## src/pkg/wdt_pkg.sv

```systemverilog
// Constants shared by the watchdog timer: register map, field positions,
// reset values and bus slave states.
// Assumes a 32-bit APB bus with byte addresses and one word per register.

package wdt_pkg;

  ////////////////////////////////////////////////////////////////////////////
  // Bus geometry
  localparam int ADDR_W = 12;
  localparam int DATA_W = 32;

  ////////////////////////////////////////////////////////////////////////////
  // Register byte offsets
  localparam logic [ADDR_W-1:0] OFS_RELOAD = 12'h000;
  localparam logic [ADDR_W-1:0] OFS_COUNT  = 12'h004;
  localparam logic [ADDR_W-1:0] OFS_CTRL   = 12'h008;
  localparam logic [ADDR_W-1:0] OFS_ICLR   = 12'h00C;
  localparam logic [ADDR_W-1:0] OFS_RIS    = 12'h010;
  localparam logic [ADDR_W-1:0] OFS_MIS    = 12'h014;
  localparam logic [ADDR_W-1:0] OFS_GUARD  = 12'hC00;

  ////////////////////////////////////////////////////////////////////////////
  // Field positions
  localparam int CTRL_IRQ_BIT = 0;
  localparam int CTRL_RST_BIT = 1;
  localparam int STS_BIT      = 0;
  localparam int GUARD_BIT    = 0;

  ////////////////////////////////////////////////////////////////////////////
  // Key and reset values
  localparam logic [DATA_W-1:0] GUARD_KEY  = 32'h1ACCE551;
  localparam logic [DATA_W-1:0] RELOAD_RST = 32'hFFFFFFFF;
  localparam logic [DATA_W-1:0] COUNT_RST  = 32'hFFFFFFFF;
  localparam logic [DATA_W-1:0] ZERO_WORD  = 32'h00000000;

  ////////////////////////////////////////////////////////////////////////////
  // Slow clock: nominal tick rate in Hz
  localparam int SLOW_CLK_HZ = 32768;

  ////////////////////////////////////////////////////////////////////////////
  // Bus slave states
  typedef enum logic [1:0]
  {
    BUS_IDLE   = 2'b00,
    BUS_ACCESS = 2'b01,
    BUS_DONE   = 2'b10
  } bus_state_e;

endpackage : wdt_pkg

```

## src/tick_sync.sv

```systemverilog
// Brings the free slow clock pin into the system clock domain and
// turns each rising edge into a one-cycle tick.
// Assumes the system clock is far faster than the slow clock.

`timescale 1ns/1ps

module tick_sync
(
  // Clock and reset
  input  wire logic clk,
  input  wire logic reset_n,
  // Slow clock pin
  input  wire logic slow_clk_pin,
  // Tick in system domain
  output logic      tick
);

  ////////////////////////////////////////////////////////////////////////////
  logic meta_r;
  logic sync_r;
  logic prev_r;
  logic tick_r;
  logic tick_nxt;

  // Edge detect looks only at the second stage
  assign tick_nxt = sync_r & ~prev_r;
  assign tick     = tick_r;

  always_ff @(posedge clk or negedge reset_n)
  begin
    if (!reset_n)
    begin
      meta_r <= 1'b0;
      sync_r <= 1'b0;
      prev_r <= 1'b0;
      tick_r <= 1'b0;
    end
    else
    begin
      meta_r <= slow_clk_pin;
      sync_r <= meta_r;
      prev_r <= sync_r;
      tick_r <= tick_nxt;
    end
  end

endmodule : tick_sync

```

## src/watchdog_timer.sv

```systemverilog
// Watchdog timer: 32-bit down counter on slow clock ticks, interrupt at
// zero, system reset on a second zero while the interrupt is pending.
// Assumes an APB master on SYS_CLK and a free running slow clock pin.
//
// Operation
// 32-bit counter decrements once per slow clock tick of about 32.768 kHz.
// Interrupt period is reload value plus one ticks.
// At zero set interrupt status, reload and keep counting down.
// Clearing the pending interrupt also reloads the counter.
// Zero again with status still set asserts reset if reset enabled.
// Control bit 0 enables interrupt, bit 1 enables reset output.
// Interrupt disabled halts counter; enabling restarts from reload value.
// Writing reload register restarts count from the new value.
// Count register reads live count; writes ignored.
// Any write to clear register clears status and reloads; reads zero.
// Raw status register shows unmasked status in bit 0; read only.
// Masked status register shows status gated by interrupt enable.
// Key to guard register unlocks other writes; other values lock.
// Guard register reads 1 when locked, 0 when writes allowed.
// Reset gives all ones reload and count, control bits zero.
// Guard register accepts writes whatever the lock state.
// Slow clock ticks cross safely into the register clock domain.
//
// The APB interface to the registers was decided locally.

`timescale 1ns/1ps

module watchdog_timer
(
  // Clock and reset
  input  wire logic                        SYS_CLK,
  input  wire logic                        RESET_N,
  // Slow count clock pin
  input  wire logic                        SLOW_CLK,
  // APB slave
  input  wire logic                        PSEL,
  input  wire logic                        PENABLE,
  input  wire logic                        PWRITE,
  input  wire logic [wdt_pkg::ADDR_W-1:0] PADDR,
  input  wire logic [wdt_pkg::DATA_W-1:0] PWDATA,
  output logic      [wdt_pkg::DATA_W-1:0] PRDATA,
  output logic                             PREADY,
  output logic                             PSLVERR,
  // Watchdog outputs
  output logic                             WDT_IRQ,
  output logic                             WDT_RESET_OUT
);

  import wdt_pkg::*;

  ////////////////////////////////////////////////////////////////////////////
  // Declarations

  logic                tick;

  bus_state_e          bus_state_r;
  bus_state_e          bus_state_nxt;
  logic                pready_r;
  logic                pslverr_r;
  logic [DATA_W-1:0]   prdata_r;
  logic [DATA_W-1:0]   prdata_nxt;

  logic [DATA_W-1:0]   reload_r;
  logic [DATA_W-1:0]   reload_nxt;
  logic [DATA_W-1:0]   count_r;
  logic [DATA_W-1:0]   count_nxt;
  logic                irq_gen_on_r;
  logic                irq_gen_on_nxt;
  logic                reboot_out_on_r;
  logic                reboot_out_on_nxt;
  logic                irq_sts_r;
  logic                irq_sts_nxt;
  logic                locked_r;
  logic                locked_nxt;
  logic                irq_out_r;
  logic                reset_out_r;
  logic                reset_out_nxt;

  ////////////////////////////////////////////////////////////////////////////
  // Slow clock tick, synchronised into SYS_CLK

  tick_sync u_tick_sync
  (
    .clk          (SYS_CLK),
    .reset_n      (RESET_N),
    .slow_clk_pin (SLOW_CLK),
    .tick         (tick)
  );

  ////////////////////////////////////////////////////////////////////////////
  // Address decode

  wire sel_reload = (PADDR == OFS_RELOAD);
  wire sel_count  = (PADDR == OFS_COUNT);
  wire sel_ctrl   = (PADDR == OFS_CTRL);
  wire sel_iclr   = (PADDR == OFS_ICLR);
  wire sel_ris    = (PADDR == OFS_RIS);
  wire sel_mis    = (PADDR == OFS_MIS);
  wire sel_guard  = (PADDR == OFS_GUARD);
  wire sel_any    = sel_reload | sel_count | sel_ctrl | sel_iclr |
                    sel_ris | sel_mis | sel_guard;

  ////////////////////////////////////////////////////////////////////////////
  // Bus phases
  // One wait state: the answer is registered so PRDATA comes from a flop.

  wire access_first = PSEL & PENABLE & (bus_state_r == BUS_IDLE);
  wire access_done  = PSEL & PENABLE & (bus_state_r == BUS_ACCESS);
  wire wr_commit    = access_done & PWRITE;

  // Lock gates everything but the guard register itself
  wire wr_allowed   = ~locked_r | sel_guard;

  wire wr_reload    = wr_commit & wr_allowed & sel_reload;
  wire wr_ctrl      = wr_commit & wr_allowed & sel_ctrl;
  wire wr_iclr      = wr_commit & wr_allowed & sel_iclr;
  wire wr_guard     = wr_commit & sel_guard;

  ////////////////////////////////////////////////////////////////////////////
  // Read mux

  wire [DATA_W-1:0] ctrl_word = {{(DATA_W-2){1'b0}}, reboot_out_on_r, irq_gen_on_r};
  wire [DATA_W-1:0] ris_word  = {{(DATA_W-1){1'b0}}, irq_sts_r};
  wire [DATA_W-1:0] mis_word  = {{(DATA_W-1){1'b0}}, irq_sts_r & irq_gen_on_r};
  wire [DATA_W-1:0] lock_word = {{(DATA_W-1){1'b0}}, locked_r};

  wire [DATA_W-1:0] rd_word =
    sel_reload ? reload_r  :
    sel_count  ? count_r   :
    sel_ctrl   ? ctrl_word :
    sel_iclr   ? ZERO_WORD :
    sel_ris    ? ris_word  :
    sel_mis    ? mis_word  :
    sel_guard  ? lock_word :
                 ZERO_WORD;

  ////////////////////////////////////////////////////////////////////////////
  // Bus state machine

  always_comb
  begin
    bus_state_nxt = bus_state_r;
    prdata_nxt    = prdata_r;
    case (bus_state_r)
      BUS_IDLE:
      begin
        if (access_first)
        begin
          bus_state_nxt = BUS_ACCESS;
          prdata_nxt    = PWRITE ? ZERO_WORD : rd_word;
        end
      end
      BUS_ACCESS:
      begin
        if (access_done)
        begin
          bus_state_nxt = BUS_DONE;
          prdata_nxt    = ZERO_WORD;
        end
      end
      BUS_DONE:
      begin
        bus_state_nxt = BUS_IDLE;
      end
      default:
      begin
        bus_state_nxt = BUS_IDLE;
        prdata_nxt    = ZERO_WORD;
      end
    endcase
  end

  // BUS_DONE lets PENABLE fall before a new access is seen
  wire pready_nxt  = access_first;
  wire pslverr_nxt = access_first & ~sel_any;

  always_ff @(posedge SYS_CLK or negedge RESET_N)
  begin
    if (!RESET_N)
    begin
      bus_state_r <= BUS_IDLE;
      prdata_r    <= ZERO_WORD;
      pready_r    <= 1'b0;
      pslverr_r   <= 1'b0;
    end
    else
    begin
      bus_state_r <= bus_state_nxt;
      prdata_r    <= prdata_nxt;
      pready_r    <= pready_nxt;
      pslverr_r   <= pslverr_nxt;
    end
  end

  ////////////////////////////////////////////////////////////////////////////
  // Control and guard registers

  always_comb
  begin
    irq_gen_on_nxt    = irq_gen_on_r;
    reboot_out_on_nxt = reboot_out_on_r;
    reload_nxt        = reload_r;
    locked_nxt        = locked_r;
    if (wr_ctrl)
    begin
      irq_gen_on_nxt    = PWDATA[CTRL_IRQ_BIT];
      reboot_out_on_nxt = PWDATA[CTRL_RST_BIT];
    end
    if (wr_reload)
    begin
      reload_nxt = PWDATA;
    end
    if (wr_guard)
    begin
      locked_nxt = (PWDATA != GUARD_KEY);
    end
  end

  ////////////////////////////////////////////////////////////////////////////
  // Counter events

  wire count_zero = (count_r == ZERO_WORD);
  wire tick_live  = tick & irq_gen_on_r;
  wire hit_zero   = tick_live & count_zero;
  wire tick_dec   = tick_live & ~count_zero;

  // Enabling restarts from the reload value, not the held count
  wire en_rise    = wr_ctrl & PWDATA[CTRL_IRQ_BIT] & ~irq_gen_on_r;

  // Zero again while still pending is the reboot condition
  wire reboot_hit = hit_zero & irq_sts_r & reboot_out_on_r;

  ////////////////////////////////////////////////////////////////////////////
  // Counter and status next values
  // A reload write wins over every other source of the count.

  always_comb
  begin
    count_nxt = count_r;
    if (wr_reload)
    begin
      count_nxt = PWDATA;
    end
    else if (wr_iclr)
    begin
      count_nxt = reload_r;
    end
    else if (en_rise)
    begin
      count_nxt = reload_r;
    end
    else if (hit_zero)
    begin
      count_nxt = reload_r;
    end
    else if (tick_dec)
    begin
      count_nxt = count_r - 32'h00000001;
    end
  end

  // Set wins over clear so a zero in the clearing cycle is kept
  always_comb
  begin
    irq_sts_nxt = irq_sts_r;
    if (hit_zero)
    begin
      irq_sts_nxt = 1'b1;
    end
    else if (wr_iclr)
    begin
      irq_sts_nxt = 1'b0;
    end
  end

  // Reset output holds until the system reset comes back
  assign reset_out_nxt = reset_out_r | reboot_hit;

  ////////////////////////////////////////////////////////////////////////////
  // Core registers

  always_ff @(posedge SYS_CLK or negedge RESET_N)
  begin
    if (!RESET_N)
    begin
      reload_r        <= RELOAD_RST;
      count_r         <= COUNT_RST;
      irq_gen_on_r    <= 1'b0;
      reboot_out_on_r <= 1'b0;
      irq_sts_r       <= 1'b0;
      locked_r        <= 1'b0;
    end
    else
    begin
      reload_r        <= reload_nxt;
      count_r         <= count_nxt;
      irq_gen_on_r    <= irq_gen_on_nxt;
      reboot_out_on_r <= reboot_out_on_nxt;
      irq_sts_r       <= irq_sts_nxt;
      locked_r        <= locked_nxt;
    end
  end

  ////////////////////////////////////////////////////////////////////////////
  // Output flops
  // Interrupt line is registered from the next status and enable values, so it changes on the same edge as the status bit.

  always_ff @(posedge SYS_CLK or negedge RESET_N)
  begin
    if (!RESET_N)
    begin
      irq_out_r   <= 1'b0;
      reset_out_r <= 1'b0;
    end
    else
    begin
      irq_out_r   <= irq_sts_nxt & irq_gen_on_nxt;
      reset_out_r <= reset_out_nxt;
    end
  end

  ////////////////////////////////////////////////////////////////////////////
  // Port drive

  assign PRDATA        = prdata_r;
  assign PREADY        = pready_r;
  assign PSLVERR       = pslverr_r;
  assign WDT_IRQ       = irq_out_r;
  assign WDT_RESET_OUT = reset_out_r;

endmodule : watchdog_timer

```

## config.mk

```make
export PLATFORM = sky130hd
export DESIGN_NAME = watchdog_timer
export DESIGN_NICKNAME = d
export VERILOG_FILES = /design/src/pkg/wdt_pkg.sv /design/src/tick_sync.sv /design/src/watchdog_timer.sv
export SDC_FILE = /design/constraint.sdc
export NUM_CORES = 1
export LEC_CHECK = 0
export ABC_CLOCK_PERIOD_IN_PS = 3900
export BUFFER_PORTS_ARGS = -buffer_cell sky130_fd_sc_hd__buf_2
export CELL_PAD_IN_SITES_DETAIL_PLACEMENT = 0
export CELL_PAD_IN_SITES_GLOBAL_PLACEMENT = 1
export CORE_ASPECT_RATIO = 1.5
export CORE_MARGIN = 2
export CORE_UTILIZATION = 25
export DETAILED_ROUTE_END_ITERATION = 12
export GPL_TIMING_DRIVEN = 0
export HOLD_SLACK_MARGIN = 0.03
export PLACE_DENSITY = 0.49
export SLEW_MARGIN = 20
export SYNTH_ARGS = -nofsm -noshare
export SYNTH_HDL_FRONTEND = slang
export SYNTH_HIERARCHICAL = 1
export SYNTH_SLANG_ARGS = --single-unit
```

## constraint.sdc

```tcl
create_clock -name SYS_CLK -period 3.9 [get_ports SYS_CLK]
set_input_delay 0.78 -clock SYS_CLK [delete_from_list [all_inputs] [get_ports SYS_CLK]]
set_output_delay 0.78 -clock SYS_CLK [all_outputs]
set_load 0.01 [all_outputs]
```

# Word level (Yosys, flattened, before mapping)
# Cells that the tools add are included.
# word_totals
ff_bits,110
in_bits,50
out_inout_bits,36
# classes
n_addsub,1
n_eq_ne,11
mux,22
n_bitwise,34
reduce_logical,6
# op_table
cell,n
$mux 32,10
$pmux 32 s3,1
$logic_not 32->1,1
$ne 32x29->1 const B,1
$sub 32x1->32 const B,1
$eq 12x4->1 const B,2
$eq 12x5->1 const B,2
$and 1x1->1,20
$eq 12x12->1 const B,1
$eq 12x3->1 const B,1
$logic_not 12->1,1
$or 1x1->1,8
$mux 1,7
$mux 2,3
$not 1->1,6
$reduce_bool 5->1,1
$ne 2x2->1 const B,2
$pmux 2 s2,1
$reduce_and 3->1,1
$eq 2x1->1 const B,1
$eq 2x2->1 const B,1
$logic_not 2->1,1
$reduce_and 2->1,1

# Depth between registers and ports, before layout
# logic_depth
word_depth,11
depth_mapped,10

# Modules after synthesis
# The synthesis kept the hierarchy.
# by_module_without_submodules
module,n_inst,cells_per_inst,area_each_um2,seq_area_each_um2
watchdog_timer,1,613,5550.3,2732.6
tick_sync,1,5,113.9,100.1

# Worst setup path after synthesis
# No wires, ideal clock.
# synth_timing
path_type,input -> register
from,input PADDR[9] (netlist bit)
to,register count_r[2]
setup_ns,0.081
arrival_ns,3.138
t_required_ns,3.819
setup_slack_ns,0.681
stages,8
path_buffers,2
cell_sequence,or4_1 -> or3_1 -> or4_1 -> buf_2 -> nand3_1 -> buf_1 -> nand2_1 -> o211ai_1
# synth_via
elab_chain_cells,9
elab_cells_between_ends,15
classes_between,eq/ne (3); mux (3); bitwise (7); reduce/logical (2)
# synth_lines
item,line,source
from (decl),watchdog_timer.sv:39,"input wire logic [wdt_pkg::ADDR_W-1:0] PADDR,"
$eq 12x12->1,watchdog_timer.sv:99,wire sel_guard = (PADDR == OFS_GUARD);
$or 1x1->1,watchdog_timer.sv:112,wire wr_allowed = ~locked_r | sel_guard;
$and 1x1->1,"watchdog_timer.sv:114, watchdog_timer.sv:115, watchdog_timer.sv:116",
$and 1x1->1,watchdog_timer.sv:115,wire wr_ctrl = wr_commit & wr_allowed & sel_ctrl;
$and 1x1->1 (2 in series),watchdog_timer.sv:228,wire en_rise = wr_ctrl & PWDATA[CTRL_IRQ_BIT] & ~irq_gen_on_r;
$mux 32,watchdog_timer.sv:248,else if (en_rise)
$mux 32,watchdog_timer.sv:244,else if (wr_iclr)
$mux 32,watchdog_timer.sv:240,if (wr_reload)
to (signal assigned),watchdog_timer.sv:296,count_r <= count_nxt;
to (decl),watchdog_timer.sv:65,logic [DATA_W-1:0] count_r;
# Parallel ways exist; a longest one is shown, timed or not.
# A chain may end at the register's enable or synchronous reset.

# Worst setup path in the final report
# layout_timing
from,input PADDR[9] (netlist bit)
to,register count_r[15]
# Same word-level chain as after synthesis.

==> results.tsv <==
metric	value	unit
nets@finish	767	
Mapped Avg Cell Area	9.17	µm²
starting density of the core	25.4	%
endpoints failing setup	0	
hold path cells	0	
H-Tree Depth	3	
Hold Violations, Final	0	
final period utilization	95.1	%
ys async rst share	100	%
gr usage total	19.5	%
Avg WL per Cell	22.7	µm
r2r setup slk	270	ps
Core Box Area	22300	µm²
largest net degree at the start of global routing	59	
I/O pin count	86	
CTS clk-pin slew, worst paths	80	ps
max cap viols	0	
via count	5403	
P_leak	2.91	nW
layout cells sized above 1	26.8	%
Net Sw Power	0.000557	W
final non-filler cell area	6810	µm²
WP data arrival	4000	ps
worst vdd ir	0.225	mV
Syn Std Cell Area	5660	µm²
Final ANT Viol Nets	0	
Startpoint Class	primary input	
root buffer cell	clkbuf_16	
vias in the first global route	5494	
Syn Inst Count	618	
First-pass DRT Iterations	5	
Core Rows	67	
CTS Buf Count	9	
status	finished, final reports clean	
Max transition margin	40.2	%
Flop pwr share	51.5	%
Layout area overhead	20.1	%
initial DRC count	415	
f_max	270	MHz
Final Max Slew Viols	0	
Worst Skew	16.7	ps
worst-skew pair later-pin latency	370	ps
reg-to-reg endpoint	count_r[31]	
RSZ-0062 raised after global routing	false	
post-detail-place hpwl	16.3	mm
worst r2r src	count_r[6]	
Filler cells	2416	
Slew @ Worst Pin	889	ps
Comb power frac	6.3	%
# Post-CTS Setup Buffers	0	
Yosys reg bits	110	
library cells used by synthesis	71	
hold path start	u_tick_sync/meta_r	
switching share of power	24.5	%
CP Capture Type	register	
Ys Warns	6	
via/cell ratio	5.42	
final core utilization	30.5	%
Req. time, crit path	4190	ps
Post-synth EDFFs	0	
Cell Int Power	0.00172	W
sequential area share after synthesis	50.0	%
register area	2830	µm²
Post-DP Area	6490	µm²
initial antenna violation count	0	
die height	188	µm
Clk network pwr share	42.3	%
crit-path max FO	10	
Main synth FF type	dfstp_2	
minimum clock period	3710	ps
WS Path Type	primary input to register	
worst hold path class	register to register	
Final Wtd Congestion	0.879	
first-pass GRT wire length	34.8	mm
Clock Tree Buf Depth	2	
# clock sinks	110	
CTS tree	built	
Hold Buf Count CTS	0	
Syn Nets	669	
n_diodes	0	
R2R cell count	9	
final WL	22.6	mm
footprint of the multi-input gates	2660	µm²
PortBufs	85	
total power density per cell area	334	nW/µm²
die width	127	µm
Overflow after GRT	0	
DRC	0	
die footprint	23900	µm²
Endpoint, Worst Hold	u_tick_sync/sync_r	
-- cells by family (layout without fill, tap and decap cells) --
| logic type | after synthesis | after routing | synth area share, % |
|---|---|---|---|
| AND/OR/NAND/NOR | 278 | 278 | 24.4 |
| AO/OA/AOI/OAI | 165 | 165 | 19.7 |
| buffers and inverters | 51 | 154 | 3.53 |
| flip-flops | 110 | 110 | 50.0 |
| adder cells (fa/ha/maj) | 1 | 1 | 0.221 |
| XOR/XNOR | 9 | 9 | 1.39 |
| multiplexers | 4 | 4 | 0.751 |
-- stage by stage --
step	power, W	instances	setup WS (ps)	TNS, ps	hold WS [ps]
2_1_floorplan	0.00123	618	681	0	331
3_3_place_gp	0.00133	979	-618	-21060	336
3_5_place_dp	0.00133	981	-721	-20000	336
4_1_cts	0.00231	997	64.4	0	353
5_1_grt	0.00237	997	12.9	0	374
6_report	0.00227	997	192	0	351
-- how the worst max path moves through the flow --
stage	start	endpoint	slack, ps	cells past startpoint
after global routing	count_r[6]	count_r[3]	10	9
after global placement	PADDR[9]	count_r[27]	-620	9
after floorplan	PADDR[9]	count_r[2]	680	8
after detailed placement	PADDR[9]	count_r[15]	-720	9
final	PADDR[9]	count_r[15]	190	9
after CTS	count_r[1]	count_r[31]	60	10
-- layout make-up --
class | instances | share of cell area (%)
plain buffers | 41 | 2.45
clock buffers | 12 | 3.62
clock inverters | 4 | 0.680
inverters | 10 | 0.552
multi-input cells | 457 | 39.1
flip-flops and latches | 110 | 41.6
well taps | 276 | 5.07
repair buffers | 87 | 6.86
-- placed cells by master (no fill, tap or decap), types with 3 or more instances in the layout --
| cell type | synthesis | routed |
|---|---|---|
| a2111o_1 | 3 | 3 |
| a21o_1 | 6 | 6 |
| a21oi_1 | 9 | 9 |
| a22oi_1 | 5 | 5 |
| a31oi_1 | 18 | 18 |
| and2_1 | 6 | 6 |
| buf_1 | 3 | 3 |
| buf_2 | 6 | 90 |
| clkbuf_1 | 31 | 30 |
| clkbuf_16 | 0 | 9 |
| clkbuf_2 | 1 | 4 |
| dfrtp_1 | 46 | 46 |
| dfstp_2 | 64 | 64 |
| inv_1 | 10 | 10 |
| nand2_1 | 132 | 132 |
| nand3_1 | 17 | 17 |
| nand4_1 | 6 | 6 |
| nor2_1 | 27 | 27 |
| nor3_1 | 16 | 15 |
| nor4_1 | 19 | 18 |
| nor4bb_1 | 3 | 3 |
| o2111ai_1 | 4 | 4 |
| o211a_1 | 3 | 3 |
| o211ai_1 | 5 | 5 |
| o21ai_0 | 45 | 45 |
| o22ai_1 | 31 | 31 |
| o2bb2ai_1 | 3 | 3 |
| o31ai_1 | 5 | 5 |
| or2_2 | 3 | 3 |
| or3_1 | 16 | 16 |
| or4_1 | 16 | 16 |
| or4b_2 | 3 | 3 |
| xnor2_1 | 5 | 5 |
| xor2_1 | 4 | 4 |
-- timing repair --
| item | CTS | global route |
|---|---|---|
| endpoints found under the setup margin | 35 | 13 |
| gates cloned | 0 | 0 |
| gates resized for setup | 4 | 3 |
-- power groups by stage --
stage / Sequential, W / Combinational, W / Clock (W)
floorplan: 0.00119 / 0.0000445 / 0
global placement: 0.00119 / 0.000140 / 0
detailed placement: 0.00119 / 0.000146 / 0
CTS: 0.00117 / 0.000147 / 0.000991
global route: 0.00117 / 0.000159 / 0.00104
finish: 0.00117 / 0.000142 / 0.000961
-- cell usage after synthesis, types with 4 or more instances --
library cell,instances,area [µm²]
o2111ai_1,4,35.0
o31ai_1,5,37.5
nand4_1,6,37.5
or4_1,16,120
dfstp_2,64,1680
inv_1,10,37.5
a22oi_1,5,37.5
nand2_1,132,495
xor2_1,4,35.0
nor4_1,19,119
o22ai_1,31,194
o21ai_0,45,225
xnor2_1,5,43.8
a21o_1,6,45.0
o211ai_1,5,37.5
dfrtp_1,46,1150
a31oi_1,18,113
nor2_1,27,101
a21oi_1,9,45.0
and2_1,6,37.5
buf_2,6,30.0
nand3_1,17,85.1
or3_1,16,100
nor3_1,16,80.1
clkbuf_1,31,116
-- critical path: stages --
cell,delay [ps]
buf_2,100
or4_1,570
or3_1,490
or4_1,580
buf_2,240
nand3_1,190
buf_1,610
nand2_1,200
o211ai_1,240
-- per-layer routing --
metal,up-vias,track usage (%),part of all wire (%)
met5,-,0,0
met4,0,7.27,2.9
met3,34,2.81,3.5
met2,141,35.0,52
met1,2731,23.5,41
li1,2497,-,-
-- flip-flops by register name (all words and copies together) (netlist names), 2 cells and up --
signal and flops:
bus_state_r 2, PRDATA 32, reload_r 32, count_r 32
Note: power is estimated with default switching activity, not from simulation.
